==> src/logic/hdcw_pkg.sv <==
// Package with constants and carrier types for the half-duplex control word serial master.
package hdcw_pkg;

  // System clock period and the serial clock period, both in nanoseconds.
  localparam int unsigned SYS_CLK_PERIOD_NS = 20;
  localparam int unsigned SCLK_PERIOD_NS    = 160;

  // Half a serial clock period counted in system clock cycles, never below one.
  localparam int unsigned HALF_CYCLES_RAW = SCLK_PERIOD_NS / (2 * SYS_CLK_PERIOD_NS);
  localparam int unsigned HALF_CYCLES     = (HALF_CYCLES_RAW < 1) ? 1 : HALF_CYCLES_RAW;

  // Frame geometry.
  localparam int unsigned CTRL_BITS     = 8;
  localparam int unsigned RESP_MIN_BITS = 4;
  localparam int unsigned RESP_MAX_BITS = 16;
  localparam logic [3:0]  CTRL_LAST     = 4'h7;
  localparam logic [3:0]  SIZE_MIN_CODE = 4'h3;

  // Values of the link outputs after reset and while idle.
  localparam logic RST_SCLK = 1'b0;
  localparam logic RST_FSS  = 1'b1;
  localparam logic RST_DOUT = 1'b0;

  // Frame sequencer states.
  typedef enum logic [2:0] {
    HDCW_IDLE = 3'b000,
    HDCW_CTRL = 3'b001,
    HDCW_WAIT = 3'b010,
    HDCW_RESP = 3'b011,
    HDCW_TAIL = 3'b100
  } hdcw_state_t;

  // Pins driven towards the slave.
  typedef struct packed {
    logic sclk;
    logic fss;
    logic dout;
    logic doutOe;
  } hdcw_link_out_t;

  // Received word handed to the receive FIFO.
  typedef struct packed {
    logic        valid;
    logic [15:0] data;
  } hdcw_rx_word_t;

endpackage : hdcw_pkg

==> src/logic/hdcw_half_divider.sv <==
// Divider that gives a one-cycle enable pulse every half serial clock period.
`timescale 1ns/1ps
module hdcw_half_divider
  import hdcw_pkg::*;
#(
  parameter int unsigned HALF = HALF_CYCLES
) (
  input  wire logic sys_clk,
  input  wire logic rst_n,
  input  wire logic run,
  output logic      halfTick
);

  localparam int unsigned CW = (HALF > 1) ? $clog2(HALF) : 1;
  localparam logic [CW-1:0] LAST = CW'(HALF - 1);

  logic [CW-1:0] count_reg;

  // Counter restarts whenever the frame logic is idle so that every frame opens with a full half period.
  always_ff @(posedge sys_clk or negedge rst_n) begin
    if (!rst_n) begin
      count_reg <= '0;
      halfTick  <= 1'b0;
    end else if (!run) begin
      count_reg <= '0;
      halfTick  <= 1'b0;
    end else if (count_reg == LAST) begin
      count_reg <= '0;
      halfTick  <= 1'b1;
    end else begin
      count_reg <= count_reg + CW'(1);
      halfTick  <= 1'b0;
    end
  end

endmodule : hdcw_half_divider

==> src/logic/hdcw_master.sv <==
// Half-duplex control word serial master: control byte out, wait state, response word in.
//
// Overview of operation
// Every frame opens with exactly eight control bits.
// Serial input ignored while control word shifts.
// Slave answers one clock after last control bit.
// Response is 4 to 16 bits long.
// Idle: clock low, select high, data low.
// Writing a control byte launches a frame.
// Select falls, oldest byte loaded, MSB driven.
// Select stays low during control phase.
// Slave captures control bits on rising clock.
// Slave drives response bits on falling clock.
// Port samples response bits on rising clock.
// Single: select rises one period later, word stored.
// Slave may release input early or at select.
// Continuous: select held low, frames back to back.
// Next control MSB follows last response bit directly.
// Continuous: word stored on following falling edge.
// Master role fixed by configuration, never switched.
// Transmission disabled: data output not driven.
// Words MSB first, width 4 to 16 bits.
// Serial clock toggles only while transferring.
// Response clocks follow the programmed data size.
`timescale 1ns/1ps
module hdcw_master
  import hdcw_pkg::*;
#(
  parameter int unsigned HALF    = HALF_CYCLES,
  parameter int unsigned RESP_W  = RESP_MAX_BITS,
  parameter bit          IS_MASTER = 1'b1
) (
  input  wire logic                 sys_clk,
  input  wire logic                 rst_n,
  input  wire logic                 txEnable,
  input  wire logic                 contMode,
  input  wire logic [3:0]           dataSize,
  input  wire logic                 txValid,
  input  wire logic [7:0]           txData,
  output logic                      txPop,
  output hdcw_rx_word_t             rxWord,
  output logic                      busy,
  output logic                      serial_clock_pin,
  output logic                      frame_select_pin,
  output logic                      serial_out_pin,
  output logic                      serial_out_pin_oe,
  input  wire logic                 serial_in_pin
);

  // Last response bit index for a size code; codes below the shortest word are raised to it.
  // The code is the bit count minus one, so the same value serves as the last bit index.
  function automatic logic [3:0] respLast(input logic [3:0] code);
    respLast = (code < SIZE_MIN_CODE) ? SIZE_MIN_CODE : code;
  endfunction : respLast

  hdcw_state_t        state_reg;
  // Each link pin has a flip-flop of its own, written by one process only; the carrier gathers them.
  hdcw_link_out_t     linkOut;
  logic               sclk_reg;
  logic               fss_reg;
  logic               dout_reg;
  logic               doutOe_reg;
  logic [7:0]         ctrlShift_reg;
  logic [RESP_W-1:0]  rxShift_reg;
  logic [3:0]         bitCnt_reg;
  logic [3:0]         sizeLast_reg;
  logic               lastSeen_reg;
  logic               inMeta_reg;
  logic               inSync_reg;
  logic               halfTick;
  logic               running;
  logic               startFrame;
  logic               rise;
  logic               fall;
  logic               chainNext;

  // The role is a build-time choice; only the master end exists here, so a slave build launches nothing.
  localparam bit ROLE_MASTER = IS_MASTER;

  assign running    = (state_reg != HDCW_IDLE);
  assign startFrame = ROLE_MASTER && (state_reg == HDCW_IDLE) && txEnable && txValid && !txPop;
  assign rise       = halfTick && !sclk_reg;
  assign fall       = halfTick && sclk_reg;
  assign chainNext  = contMode && txEnable && txValid;

  // Half-period ticks restart at every launch from idle, so the first serial clock rise comes one cycle after
  // a full half period: the tick itself is registered before the clock flip-flop acts on it.
  hdcw_half_divider #(
    .HALF (HALF)
  ) u_div (
    .sys_clk  (sys_clk),
    .rst_n    (rst_n),
    .run      (running),
    .halfTick (halfTick)
  );

  // Serial input comes from the slave's timing, so it passes two flip-flops before anything reads it.
  // Only the second flop is read by the frame logic; the first may still be settling.
  always_ff @(posedge sys_clk or negedge rst_n) begin
    if (!rst_n) begin
      inMeta_reg <= 1'b0;
      inSync_reg <= 1'b0;
    end else begin
      inMeta_reg <= serial_in_pin;
      inSync_reg <= inMeta_reg;
    end
  end

  // Frame sequencer: control bits, one wait period, response bits, then tail or chained frame.
  // Every serial clock edge comes from one half-period tick, so a frame of N response bits takes
  // 19 + 2N ticks from the select fall to the select rise:
  //   16 ticks for the eight control bits, one rise and one fall each,
  //   2 ticks for the wait period in which the slave decodes the control word,
  //   2N ticks for the response bits, each sampled at its rise,
  //   1 tick of tail with the clock low, which completes one full period after the last capture.
  // The bit counter advances on falling edges only, so a rise always sees the index of the bit
  // that is being sampled, and the size check needs no look-ahead.
  // The response size is latched at launch; changing the size input mid-frame has no effect
  // until the next launch, which keeps the clock count and the received width consistent.
  // A slave build, with the role parameter cleared, never leaves idle, so every pin keeps its idle level.
  // The sequencer has five states in a three-bit code; the unused codes fall back to idle.
  always_ff @(posedge sys_clk or negedge rst_n) begin
    if (!rst_n) begin
      state_reg    <= HDCW_IDLE;
      bitCnt_reg   <= 4'h0;
      sizeLast_reg <= SIZE_MIN_CODE;
      lastSeen_reg <= 1'b0;
    end else begin
      unique case (state_reg)
        HDCW_IDLE: begin
          lastSeen_reg <= 1'b0;
          if (startFrame) begin
            state_reg    <= HDCW_CTRL;
            bitCnt_reg   <= 4'h0;
            sizeLast_reg <= respLast(dataSize);
          end
        end
        HDCW_CTRL: begin
          if (fall) begin
            if (bitCnt_reg == CTRL_LAST) begin
              state_reg  <= HDCW_WAIT;
              bitCnt_reg <= 4'h0;
            end else begin
              bitCnt_reg <= bitCnt_reg + 4'h1;
            end
          end
        end
        HDCW_WAIT: begin
          // The slave decodes the control word during this whole serial clock period.
          if (fall) begin
            state_reg <= HDCW_RESP;
          end
        end
        HDCW_RESP: begin
          if (rise && bitCnt_reg == sizeLast_reg) begin
            lastSeen_reg <= 1'b1;
          end
          if (fall) begin
            if (lastSeen_reg) begin
              lastSeen_reg <= 1'b0;
              bitCnt_reg   <= 4'h0;
              if (chainNext) begin
                state_reg    <= HDCW_CTRL;
                sizeLast_reg <= respLast(dataSize);
              end else begin
                state_reg <= HDCW_TAIL;
              end
            end else begin
              bitCnt_reg <= bitCnt_reg + 4'h1;
            end
          end
        end
        HDCW_TAIL: begin
          // Half a period after the last falling edge completes one full period since the last capture.
          if (halfTick) begin
            state_reg <= HDCW_IDLE;
          end
        end
        default: begin
          state_reg <= HDCW_IDLE;
        end
      endcase
    end
  end

  // Serial clock toggles only inside the bit phases and rests low otherwise.
  // Outside the bit phases the clock is forced low, so a cut frame can never leave it high.
  always_ff @(posedge sys_clk or negedge rst_n) begin
    if (!rst_n) begin
      sclk_reg <= RST_SCLK;
    end else if (state_reg == HDCW_CTRL || state_reg == HDCW_WAIT || state_reg == HDCW_RESP) begin
      if (halfTick) begin
        sclk_reg <= !sclk_reg;
      end
    end else begin
      sclk_reg <= RST_SCLK;
    end
  end

  // Frame select falls with the launch and stays low until the tail of the last chained frame.
  // Chained frames never pass through the tail, so select stays low across them without a pulse.
  always_ff @(posedge sys_clk or negedge rst_n) begin
    if (!rst_n) begin
      fss_reg <= RST_FSS;
    end else if (startFrame) begin
      fss_reg <= 1'b0;
    end else if (state_reg == HDCW_TAIL && halfTick) begin
      fss_reg <= 1'b1;
    end else if (state_reg == HDCW_IDLE) begin
      fss_reg <= RST_FSS;
    end
  end

  // Control byte shifter: loaded at the select fall and again when frames chain, MSB first.
  // Bit 7 leaves at the load itself, so only seven shifts follow and the eighth fall parks the line low.
  // A chained load happens on the same falling edge that ends the response, so no idle gap appears.
  always_ff @(posedge sys_clk or negedge rst_n) begin
    if (!rst_n) begin
      ctrlShift_reg <= 8'h00;
      dout_reg      <= RST_DOUT;
      txPop         <= 1'b0;
    end else begin
      txPop <= 1'b0;
      if (startFrame) begin
        ctrlShift_reg <= {txData[6:0], 1'b0};
        dout_reg      <= txData[7];
        txPop         <= 1'b1;
      end else if (state_reg == HDCW_RESP && fall && lastSeen_reg && chainNext) begin
        ctrlShift_reg <= {txData[6:0], 1'b0};
        dout_reg      <= txData[7];
        txPop         <= 1'b1;
      end else if (state_reg == HDCW_CTRL && fall) begin
        if (bitCnt_reg == CTRL_LAST) begin
          dout_reg <= RST_DOUT;
        end else begin
          dout_reg      <= ctrlShift_reg[7];
          ctrlShift_reg <= {ctrlShift_reg[6:0], 1'b0};
        end
      end else if (state_reg == HDCW_IDLE) begin
        dout_reg <= RST_DOUT;
      end
    end
  end

  // Data output is released whenever transmission is disabled; pull resistors set the level then.
  // The enable is registered like every pin, so it follows the enable input one cycle later.
  always_ff @(posedge sys_clk or negedge rst_n) begin
    if (!rst_n) begin
      doutOe_reg <= 1'b0;
    end else begin
      doutOe_reg <= txEnable && ROLE_MASTER;
    end
  end

  // Response shifter samples only in the response phase, so input noise during control bits is discarded.
  // Clearing at the chained frame end lets the next word start from zero without an idle cycle.
  always_ff @(posedge sys_clk or negedge rst_n) begin
    if (!rst_n) begin
      rxShift_reg <= '0;
    end else if (startFrame) begin
      rxShift_reg <= '0;
    end else if (state_reg == HDCW_RESP && rise && !lastSeen_reg) begin
      rxShift_reg <= {rxShift_reg[RESP_W-2:0], inSync_reg};
    end else if (state_reg == HDCW_RESP && fall && lastSeen_reg) begin
      rxShift_reg <= '0;
    end
  end
  // While in the control and wait phases the shifter above is frozen. // R2

  // Received word goes out at the chaining falling edge or at the select rise of a single transfer.
  // Data are right aligned: the last bit received is bit 0 and unused upper bits read as zero.
  always_ff @(posedge sys_clk or negedge rst_n) begin
    if (!rst_n) begin
      rxWord <= '0;
    end else begin
      rxWord.valid <= 1'b0;
      if (state_reg == HDCW_RESP && fall && lastSeen_reg && chainNext) begin
        rxWord.valid <= 1'b1;
        rxWord.data  <= 16'(rxShift_reg);
      end else if (state_reg == HDCW_RESP && fall && lastSeen_reg) begin
        rxWord.data <= 16'(rxShift_reg);
      end else if (state_reg == HDCW_TAIL && halfTick) begin
        rxWord.valid <= 1'b1;
      end
    end
  end

  // Busy flag for the user side, registered like every other output.
  // Busy covers the launch edge itself, so the user side never sees a gap between a pop and busy.
  always_ff @(posedge sys_clk or negedge rst_n) begin
    if (!rst_n) begin
      busy <= 1'b0;
    end else begin
      busy <= running || startFrame;
    end
  end

  // The four link flip-flops travel together as one carrier towards the pins.
  assign linkOut = '{sclk: sclk_reg, fss: fss_reg, dout: dout_reg, doutOe: doutOe_reg};

  // Pins come straight from the link flip-flops; the carrier adds no logic.
  assign serial_clock_pin  = linkOut.sclk;
  assign frame_select_pin  = linkOut.fss;
  assign serial_out_pin    = linkOut.dout;
  assign serial_out_pin_oe = linkOut.doutOe;

endmodule : hdcw_master

==> config.mk <==
export PLATFORM = sky130hd
export DESIGN_NAME = hdcw_master
export DESIGN_NICKNAME = d
export VERILOG_FILES = /design/src/logic/hdcw_pkg.sv /design/src/logic/hdcw_half_divider.sv /design/src/logic/hdcw_master.sv
export SDC_FILE = /design/constraint.sdc
export NUM_CORES = 1
export LEC_CHECK = 0
export BUFFER_PORTS_ARGS = -buffer_cell sky130_fd_sc_hd__buf_4
export CAP_MARGIN = 20
export CORE_ASPECT_RATIO = 1.75
export CORE_MARGIN = 2
export CORE_UTILIZATION = 35
export CTS_CLUSTER_DIAMETER = 40
export DETAILED_ROUTE_END_ITERATION = 8
export GPL_TIMING_DRIVEN = 0
export SLEW_MARGIN = 20
export SYNTH_ARGS = -nofsm -noshare
export SYNTH_HDL_FRONTEND = slang
export SYNTH_SLANG_ARGS = --single-unit
==> constraint.sdc <==
create_clock -name sys_clk -period 4.5 [get_ports sys_clk]
set_input_delay 0.225 -clock sys_clk [delete_from_list [all_inputs] [get_ports sys_clk]]
set_output_delay 0.225 -clock sys_clk [all_outputs]
set_load 0.01 [all_outputs]
==> metrics.cfg, run 1 <==
[run_status]
outcome=finished with violations
violations=hold timing

[clocking]
cts-root-buf=clkbuf_16
cts_tree=yes
clkTransAtPathRegs_ns=0.05
clockBufferDepth=2
post_cts_buffers=0
clk_latency_ns=0.33
cts_sinks=63
htree_levels=3
cts_buffers=9

[cells_and_area]
nFillCells=697
nNetsFinal=268
multi_input_area_mm2=0.00103
antenna_cells=0
drive_above_1_share_pct=40.3
area_delta_synth_final_pct=27.0
largest_reg_flops=17
seqCellArea_mm2=0.00158

[global_route]
antenna_found_initial=0
grt_usage_pct=13.8
grt_pass1_wl_mm=8.78
grt_remaining_overflow=0
grt_max_degree=64
grt_pass1_vias=1804

[synth]
synth_nets=216
synth_top_family_by_area=compound AO/OA/AOI/OAI gates
async_flop_share_pct=100
avgSynthCellArea_um2=13.6
ys_seq_area_share_pct=59.2
synthXorXnorAreaFrac_pct=1.64
synth-edff-count=0
ys_warn_count=0
ys_ff_latch=63
synthCells=196
ys.flop_type=dfrtp_1
synth_compound_area_share_pct=13.1
yosys.area_share.simple_pct=12.4
syn-cell-area_mm2=0.00267
synthAdderAreaFrac_pct=0.937
synth_cell_types=46
muxShareOfSynthArea_pct=10.5

[timing]
finalCriticalPeriod_ns=2.06
rsz0062_at_grt=false
final.setup_skew_ns=0.00538
fin_tns_setup_ns=0
period_share_pct=45.7
holdWs_ns=-0.0280
slew_violations=0
slew_headroom_pct=48.1
finalHoldViolations=31
clock.fmax_ghz=0.487
setup_viol=0
tightest_slew_ns=0.779

[detailed_routing]
wl_met3_um=224
dr.pass1.iters=4
via_per_inst=5.13
dr_total_vias=1748
post_drt_wl_per_cell_um=15.0
drc=0
ant_nets=0
met1_length_mm=2.13
routed.top_layer=met4
dr_wl_met2_mm=2.62
wl_mm=5.11
initialDrtViolationCount=116

[worst_setup_path]
cp_max_fo=10
r2r_cells=4
cp_cell_sequence=nand3b_1, nor2_2, buf_2, mux2_2
worst-endpoint-arrival_ns=2.27
r2r_start=state_reg[2]
worstReg2RegEnd=rxWord[11]
critical_path_required_ns=4.71
critical_path.top_delay_family=simple AND/OR/NAND/NOR gates
critPathMaxStageDelay_ns=0.47
path_buf_inv=1
setup.worst_path.start_class=register
worstSetupPathType=reg2reg
cp-end-kind=register
ff2ff_setup_slack_ns=2.44
crit_slowest_cell=dfrtp_1

[placement]
io_buffers=40
place_congestion=0.834
place_hpwl_mm=3.56

[power_and_ir_drop]
p_leak_nw=1.59
peakVddDrop_mv=0.262
pwr_density_cell_mw_per_mm2=520
power.total_w=0.00176

[floorplan]
core.rowCount=42
die_x_um=70.0
initial_core_util_pct=35.8
die_area_mm2=0.00837
ios=41
coreArea_mm2=0.00746
die_h_um=120

[worst_hold_path]
hp-class=in2async

[flow_run]
cap_violations=0

worst max-delay path by stage:
stage	start	end	slack, ns	cells after the start
finish	state_reg[2]	rxWord[11]	2.44	4
global route	state_reg[2]	rxShift_reg[14]	2.26	5
CTS	state_reg[2]	rxWord[11]	2.40	4
detailed placement	state_reg[2]	rxWord[11]	2.41	4
global placement	state_reg[2]	rxWord[12]	2.43	4
floorplan	serial_clock_pin	ctrlShift_reg[6]	2.61	4
where the power goes:
| group | switching (W) | leakage, nW | total, W | internal, W |
|---|---|---|---|---|
| clock network | 0.000245 | 0.138 | 0.000688 | 0.000442 |
| registers | 0.0000684 | 0.824 | 0.000733 | 0.000664 |
| logic | 0.000156 | 0.625 | 0.000343 | 0.000187 |
| total | 0.000470 | 1.59 | 0.00176 | 0.00129 |
cells in the mapped netlist (2+ instances only):
master    number  share of area, %
buf_6          2              0.84
o31ai_1        2              0.56
nor2_1         6              0.84
o21ai_0        4              0.75
ha_1           2              0.94
nand2b_1       2              0.47
a221o_1        5               1.9
buf_2          4              0.75
nor3_1         5              0.94
nor2_2         3              0.70
and2_2         2              0.56
o21bai_1       2              0.56
and2_1         5               1.2
nand2_1        6              0.84
a21oi_1        3              0.56
a22o_1        17               5.6
xnor2_1        3              0.98
mux2_2        24                10
nand3b_1       3              0.84
o32ai_1        2              0.66
inv_1          2              0.28
nand3_1        5              0.94
dfrtp_1       60                56
dfstp_2        3               3.0
nor4b_4        2               1.8
xor2_1         2              0.66
worst register-to-register path, delay by kind of cell (launching register included):
kind,cells,cell delay (ns)
flip-flops,1,0.47
buffers and inverters,1,0.34
multiplexers,1,0.37
AND/OR/NAND/NOR,2,0.77
kinds of logic after synthesis:
logic type / count (synthesis)
flip-flops: 63
AND/OR/NAND/NOR: 49
multiplexers: 25
XOR/XNOR: 5
buffers and inverters: 10
AO/OA/AOI/OAI: 42
adder cells (fa/ha/maj): 2
placed cells by master (no fill, tap or decap), types with 4 or more instances in the layout:
master,n
nor2_1,6
clkbuf_16,9
and2_1,5
a221o_1,5
nand2_1,6
nor3_1,5
buf_2,4
nand3_1,5
a22o_1,17
mux2_2,24
dfrtp_1,60
o21ai_0,4
buf_4,40
layout make-up:
class	instances	area share [%]
multi-input cells	123	30.4
flip-flops and latches	63	46.6
clock buffers	11	7.16
plain buffers	7	1.37
well taps	88	3.25
clock inverters	5	1.70
repair buffers	41	9.15
inverters	3	0.332
routing by layer:
| metal | vias up | GRT usage [%] |
|---|---|---|
| li1 | 830 | - |
| met1 | 870 | 15.2 |
| met2 | 37 | 23.0 |
| met3 | 11 | 4.45 |
| met4 | 0 | 8.29 |
| met5 | - | 0 |
metrics by stage:
stage	util, %	cells	worst slack, ns	cell area, um2
6_report	45.4	341	2.44	3390
5_1_grt	45.4	341	2.26	3390
4_1_cts	45.4	341	2.40	3390
3_5_place_dp	41.3	324	2.41	3080
3_3_place_gp	41.3	324	2.43	3080
2_1_floorplan	-	196	2.61	2670
repair_timing:
| item | in CTS | in global routing |
|---|---|---|
| endpoints found under the hold margin | 1 | 0 |
| hold buffers | 1 | 0 |
| gates resized for setup | 0 | 0 |
Note: power is estimated with default switching activity, not from simulation.
==> run 2, diff against run 1 <==
- ABC_AREA: default -> 1
- clock period: 4.5 -> 1.8 ns (I/O delays scaled with it)
==> run 2 against run 1 <==
Compared with the run above: the run now ends clean; combinational power rose to 3.6 times the previous value; sequential power rose to 2.6 times the previous value; register-to-register slack worse by 2.2 ns.
==> metrics.cfg, run 2 <==
[worst_setup_path]
setup.worst_path.start_class=register
startpoint=state_reg[2]
crit_top_cell=nand3_4
r2r_start=state_reg[2]
worst-endpoint-arrival_ns=1.74  ; -0.53 ns
cp-end-kind=register
critPathMaxStageDelay_ns=0.44  ; -0.03 ns
crit_slowest_cell=dfrtp_1
worstSetupPathType=reg2reg
critical_path_required_ns=2.00  ; -2.71 ns
cp_cell_sequence=inv_2, nand2_2, nor2_8, nand3_4, nand3_4, buf_6, o22ai_1
cp_max_fo=10  ; unchanged

[synth]
synth-edff-count=0  ; unchanged
synth_cell_types=29  ; -37%
yosysMostFrequentCell=nand2_1
ys_warn_count=0  ; unchanged
synthCells=303  ; +55%
synth_common_cells=nand2_1 (74), dfrtp_1 (60), inv_1 (38)
ys.flop_type=dfrtp_1
synth_top_area_share_pct=53.4  ; -2.8 points
synth_area_leaders=dfrtp_1 (53%), nand2_1 (9.9%), inv_1 (5.1%)
ys_seq_area_share_pct=56.2  ; -3.0 points
async_flop_share_pct=100  ; unchanged
syn-cell-area_mm2=0.00281  ; +5.3%
ys_ff_latch=63  ; unchanged
synth_top_area_cell=dfrtp_1
synth_nets=323  ; +50%
avgSynthCellArea_um2=9.28  ; -32%

[detailed_routing]
ant_nets=0  ; unchanged
wl_mm=5.73  ; +12%
drc=0  ; unchanged
dr.pass1.iters=4  ; unchanged
via_per_inst=4.72  ; -7.9%
initialDrtViolationCount=139  ; +20%
post_drt_wl_per_cell_um=12.5  ; -17%
dr_total_vias=2172  ; +24%

[clocking]
clockBufferDepth=2  ; unchanged
cts-root-buf=clkbuf_16
clkTransAtPathRegs_ns=0.05  ; about the same
cts_resized=0  ; unchanged
cts_tree=yes
cts_sinks=63  ; unchanged
htree_levels=3  ; unchanged
clk_latency_ns=0.33  ; about the same
cts_buffers=9  ; unchanged

[global_route]
grt_remaining_overflow=0  ; unchanged
grt_pass1_wl_mm=9.92  ; +13%
grt_usage_pct=14.7  ; +0.84 points
grt_max_degree=64  ; unchanged
antenna_found_initial=0  ; unchanged
grt_pass1_vias=2235  ; +24%

[timing]
slew_headroom_pct=47.4  ; -0.68 points
final.setup_skew_ns=0.00543  ; +0.0000518 ns
setup_viol=0  ; unchanged
holdWs_ns=0.0191  ; +0.0471 ns
clock.fmax_ghz=0.648  ; +33%
rsz0062_at_grt=false
period_share_pct=85.8  ; +40 points
slew_violations=0  ; unchanged
fin_tns_setup_ns=0  ; unchanged
tightest_slew_ns=0.789  ; +0.0102 ns
finalCriticalPeriod_ns=1.54  ; -0.511 ns
finalHoldViolations=0  ; -100%

[power_and_ir_drop]
power.total_w=0.00482  ; +170%
pwr_density_cell_mw_per_mm2=1330  ; +160%
p_leak_nw=1.81  ; +14%
peakVddDrop_mv=0.678  ; +160%

[floorplan]
die_h_um=123  ; +2.5%
ios=41  ; unchanged
die_x_um=71.8  ; +2.5%
coreArea_mm2=0.00786  ; +5.3%
initial_core_util_pct=35.8  ; about the same
die_area_mm2=0.00879  ; +5.1%
core.rowCount=43  ; +2.4%

[cells_and_area]
nFillCells=755  ; +8.3%
area_delta_synth_final_pct=29.1
nNetsFinal=385  ; +44%
antenna_cells=0  ; unchanged
drive_above_1_share_pct=25.4  ; -15 points
fin_util_pct=46.2  ; +0.79 points
final_cell_mix=nand2_1 (74), dfrtp_1 (60), buf_4 (40)
largest_reg_flops=17  ; unchanged
layout.cells.most_common=nand2_1

[placement]
io_buffers=40  ; unchanged
place_hpwl_mm=4.20  ; +18%
place_congestion=0.839  ; +0.61%

[run_status]
outcome=completed

[worst_hold_path]
min-delay-start=dataSize[1]
hp-class=in2reg

[flow_run]
cap_violations=0  ; unchanged

## run 2: changes by cell type after synthesis, sizes merged, moves of 4 or more
cell,delta
a221o,-5
a22o,-18
and2,-7
inv,+39
mux2,-25
nand2,+79
nand3,+18
nand4,+4
nor2,+18
o21ai,+22
o22ai,+16
## run 2: critical path, delay by kind of cell (launching register included)
family                 cells  cell delay (ns)
and+or+nand+nor            4             0.61
DFF                        1             0.44
buffers and inverters      2             0.28
AOI/OAI and AO/OA          1             0.08
## run 2: area by class of cell
type	count	area, um2	area share (%)
inverters	42	158	4.34
clock inverters	2	12.5	0.345
clock buffers	14	284	7.82
well taps	90	113	3.10
flip-flops and latches	63	1580	43.5
plain buffers	7	62.6	1.72
multi-input cells	191	1010	27.8
repair buffers	51	410	11.3
## run 2: metrics by stage
step	cells	setup slack, ns	instance area (um2)
finish	460	0.256	3630
global route	460	0.121	3630
CTS	460	0.239	3630
detailed placement	433	0.251	3220
global placement	433	0.257	3220
floorplan	303	0.470	2810
## run 2: per-layer routing
metal / part of all wire, % / track usage, %
met2: 54 / 26.3
met4: 2.5 / 7.67
met3: 3.9 / 4.27
met1: 40 / 15.2
met5: 0 / 0
## run 2: cells by family (layout without fill, tap and decap cells)
kind of cell,Yosys count,count (layout),synth area share [%]
DFF,63,63,56.2
adders and majority gates,2,2,0.890
xor gates and xnor gates,2,2,0.623
buffers and inverters,49,116,7.83
AOI/OAI and AO/OA,44,44,8.68
and+or+nand+nor,143,143,25.8
## run 2: final timing paths
| check | depth (start not counted) | slack (ns) | to |
|---|---|---|---|
| max in group asynchronous | 2 | 0.88 | bitCnt_reg[1] |
| max reg2reg | 7 | 0.26 | rxShift_reg[14] |
| min reg2reg | 0 | 0.35 | inSync_reg |
| min in group asynchronous | 2 | 0.37 | rxShift_reg[2] |
| min | 3 | 0.02 | sizeLast_reg[1] |
| max | 7 | 0.26 | rxShift_reg[14] |
## run 2: what timing repair did
item,4_1_cts,5_1_grt
buffers inserted,0,0
hold endpoints to repair,70,0
hold buffers,11,0
## run 2: power by group
part           switching (W)  internal, W
Sequential          0.000201      0.00171
Combinational       0.000777     0.000471
Clock               0.000583      0.00108
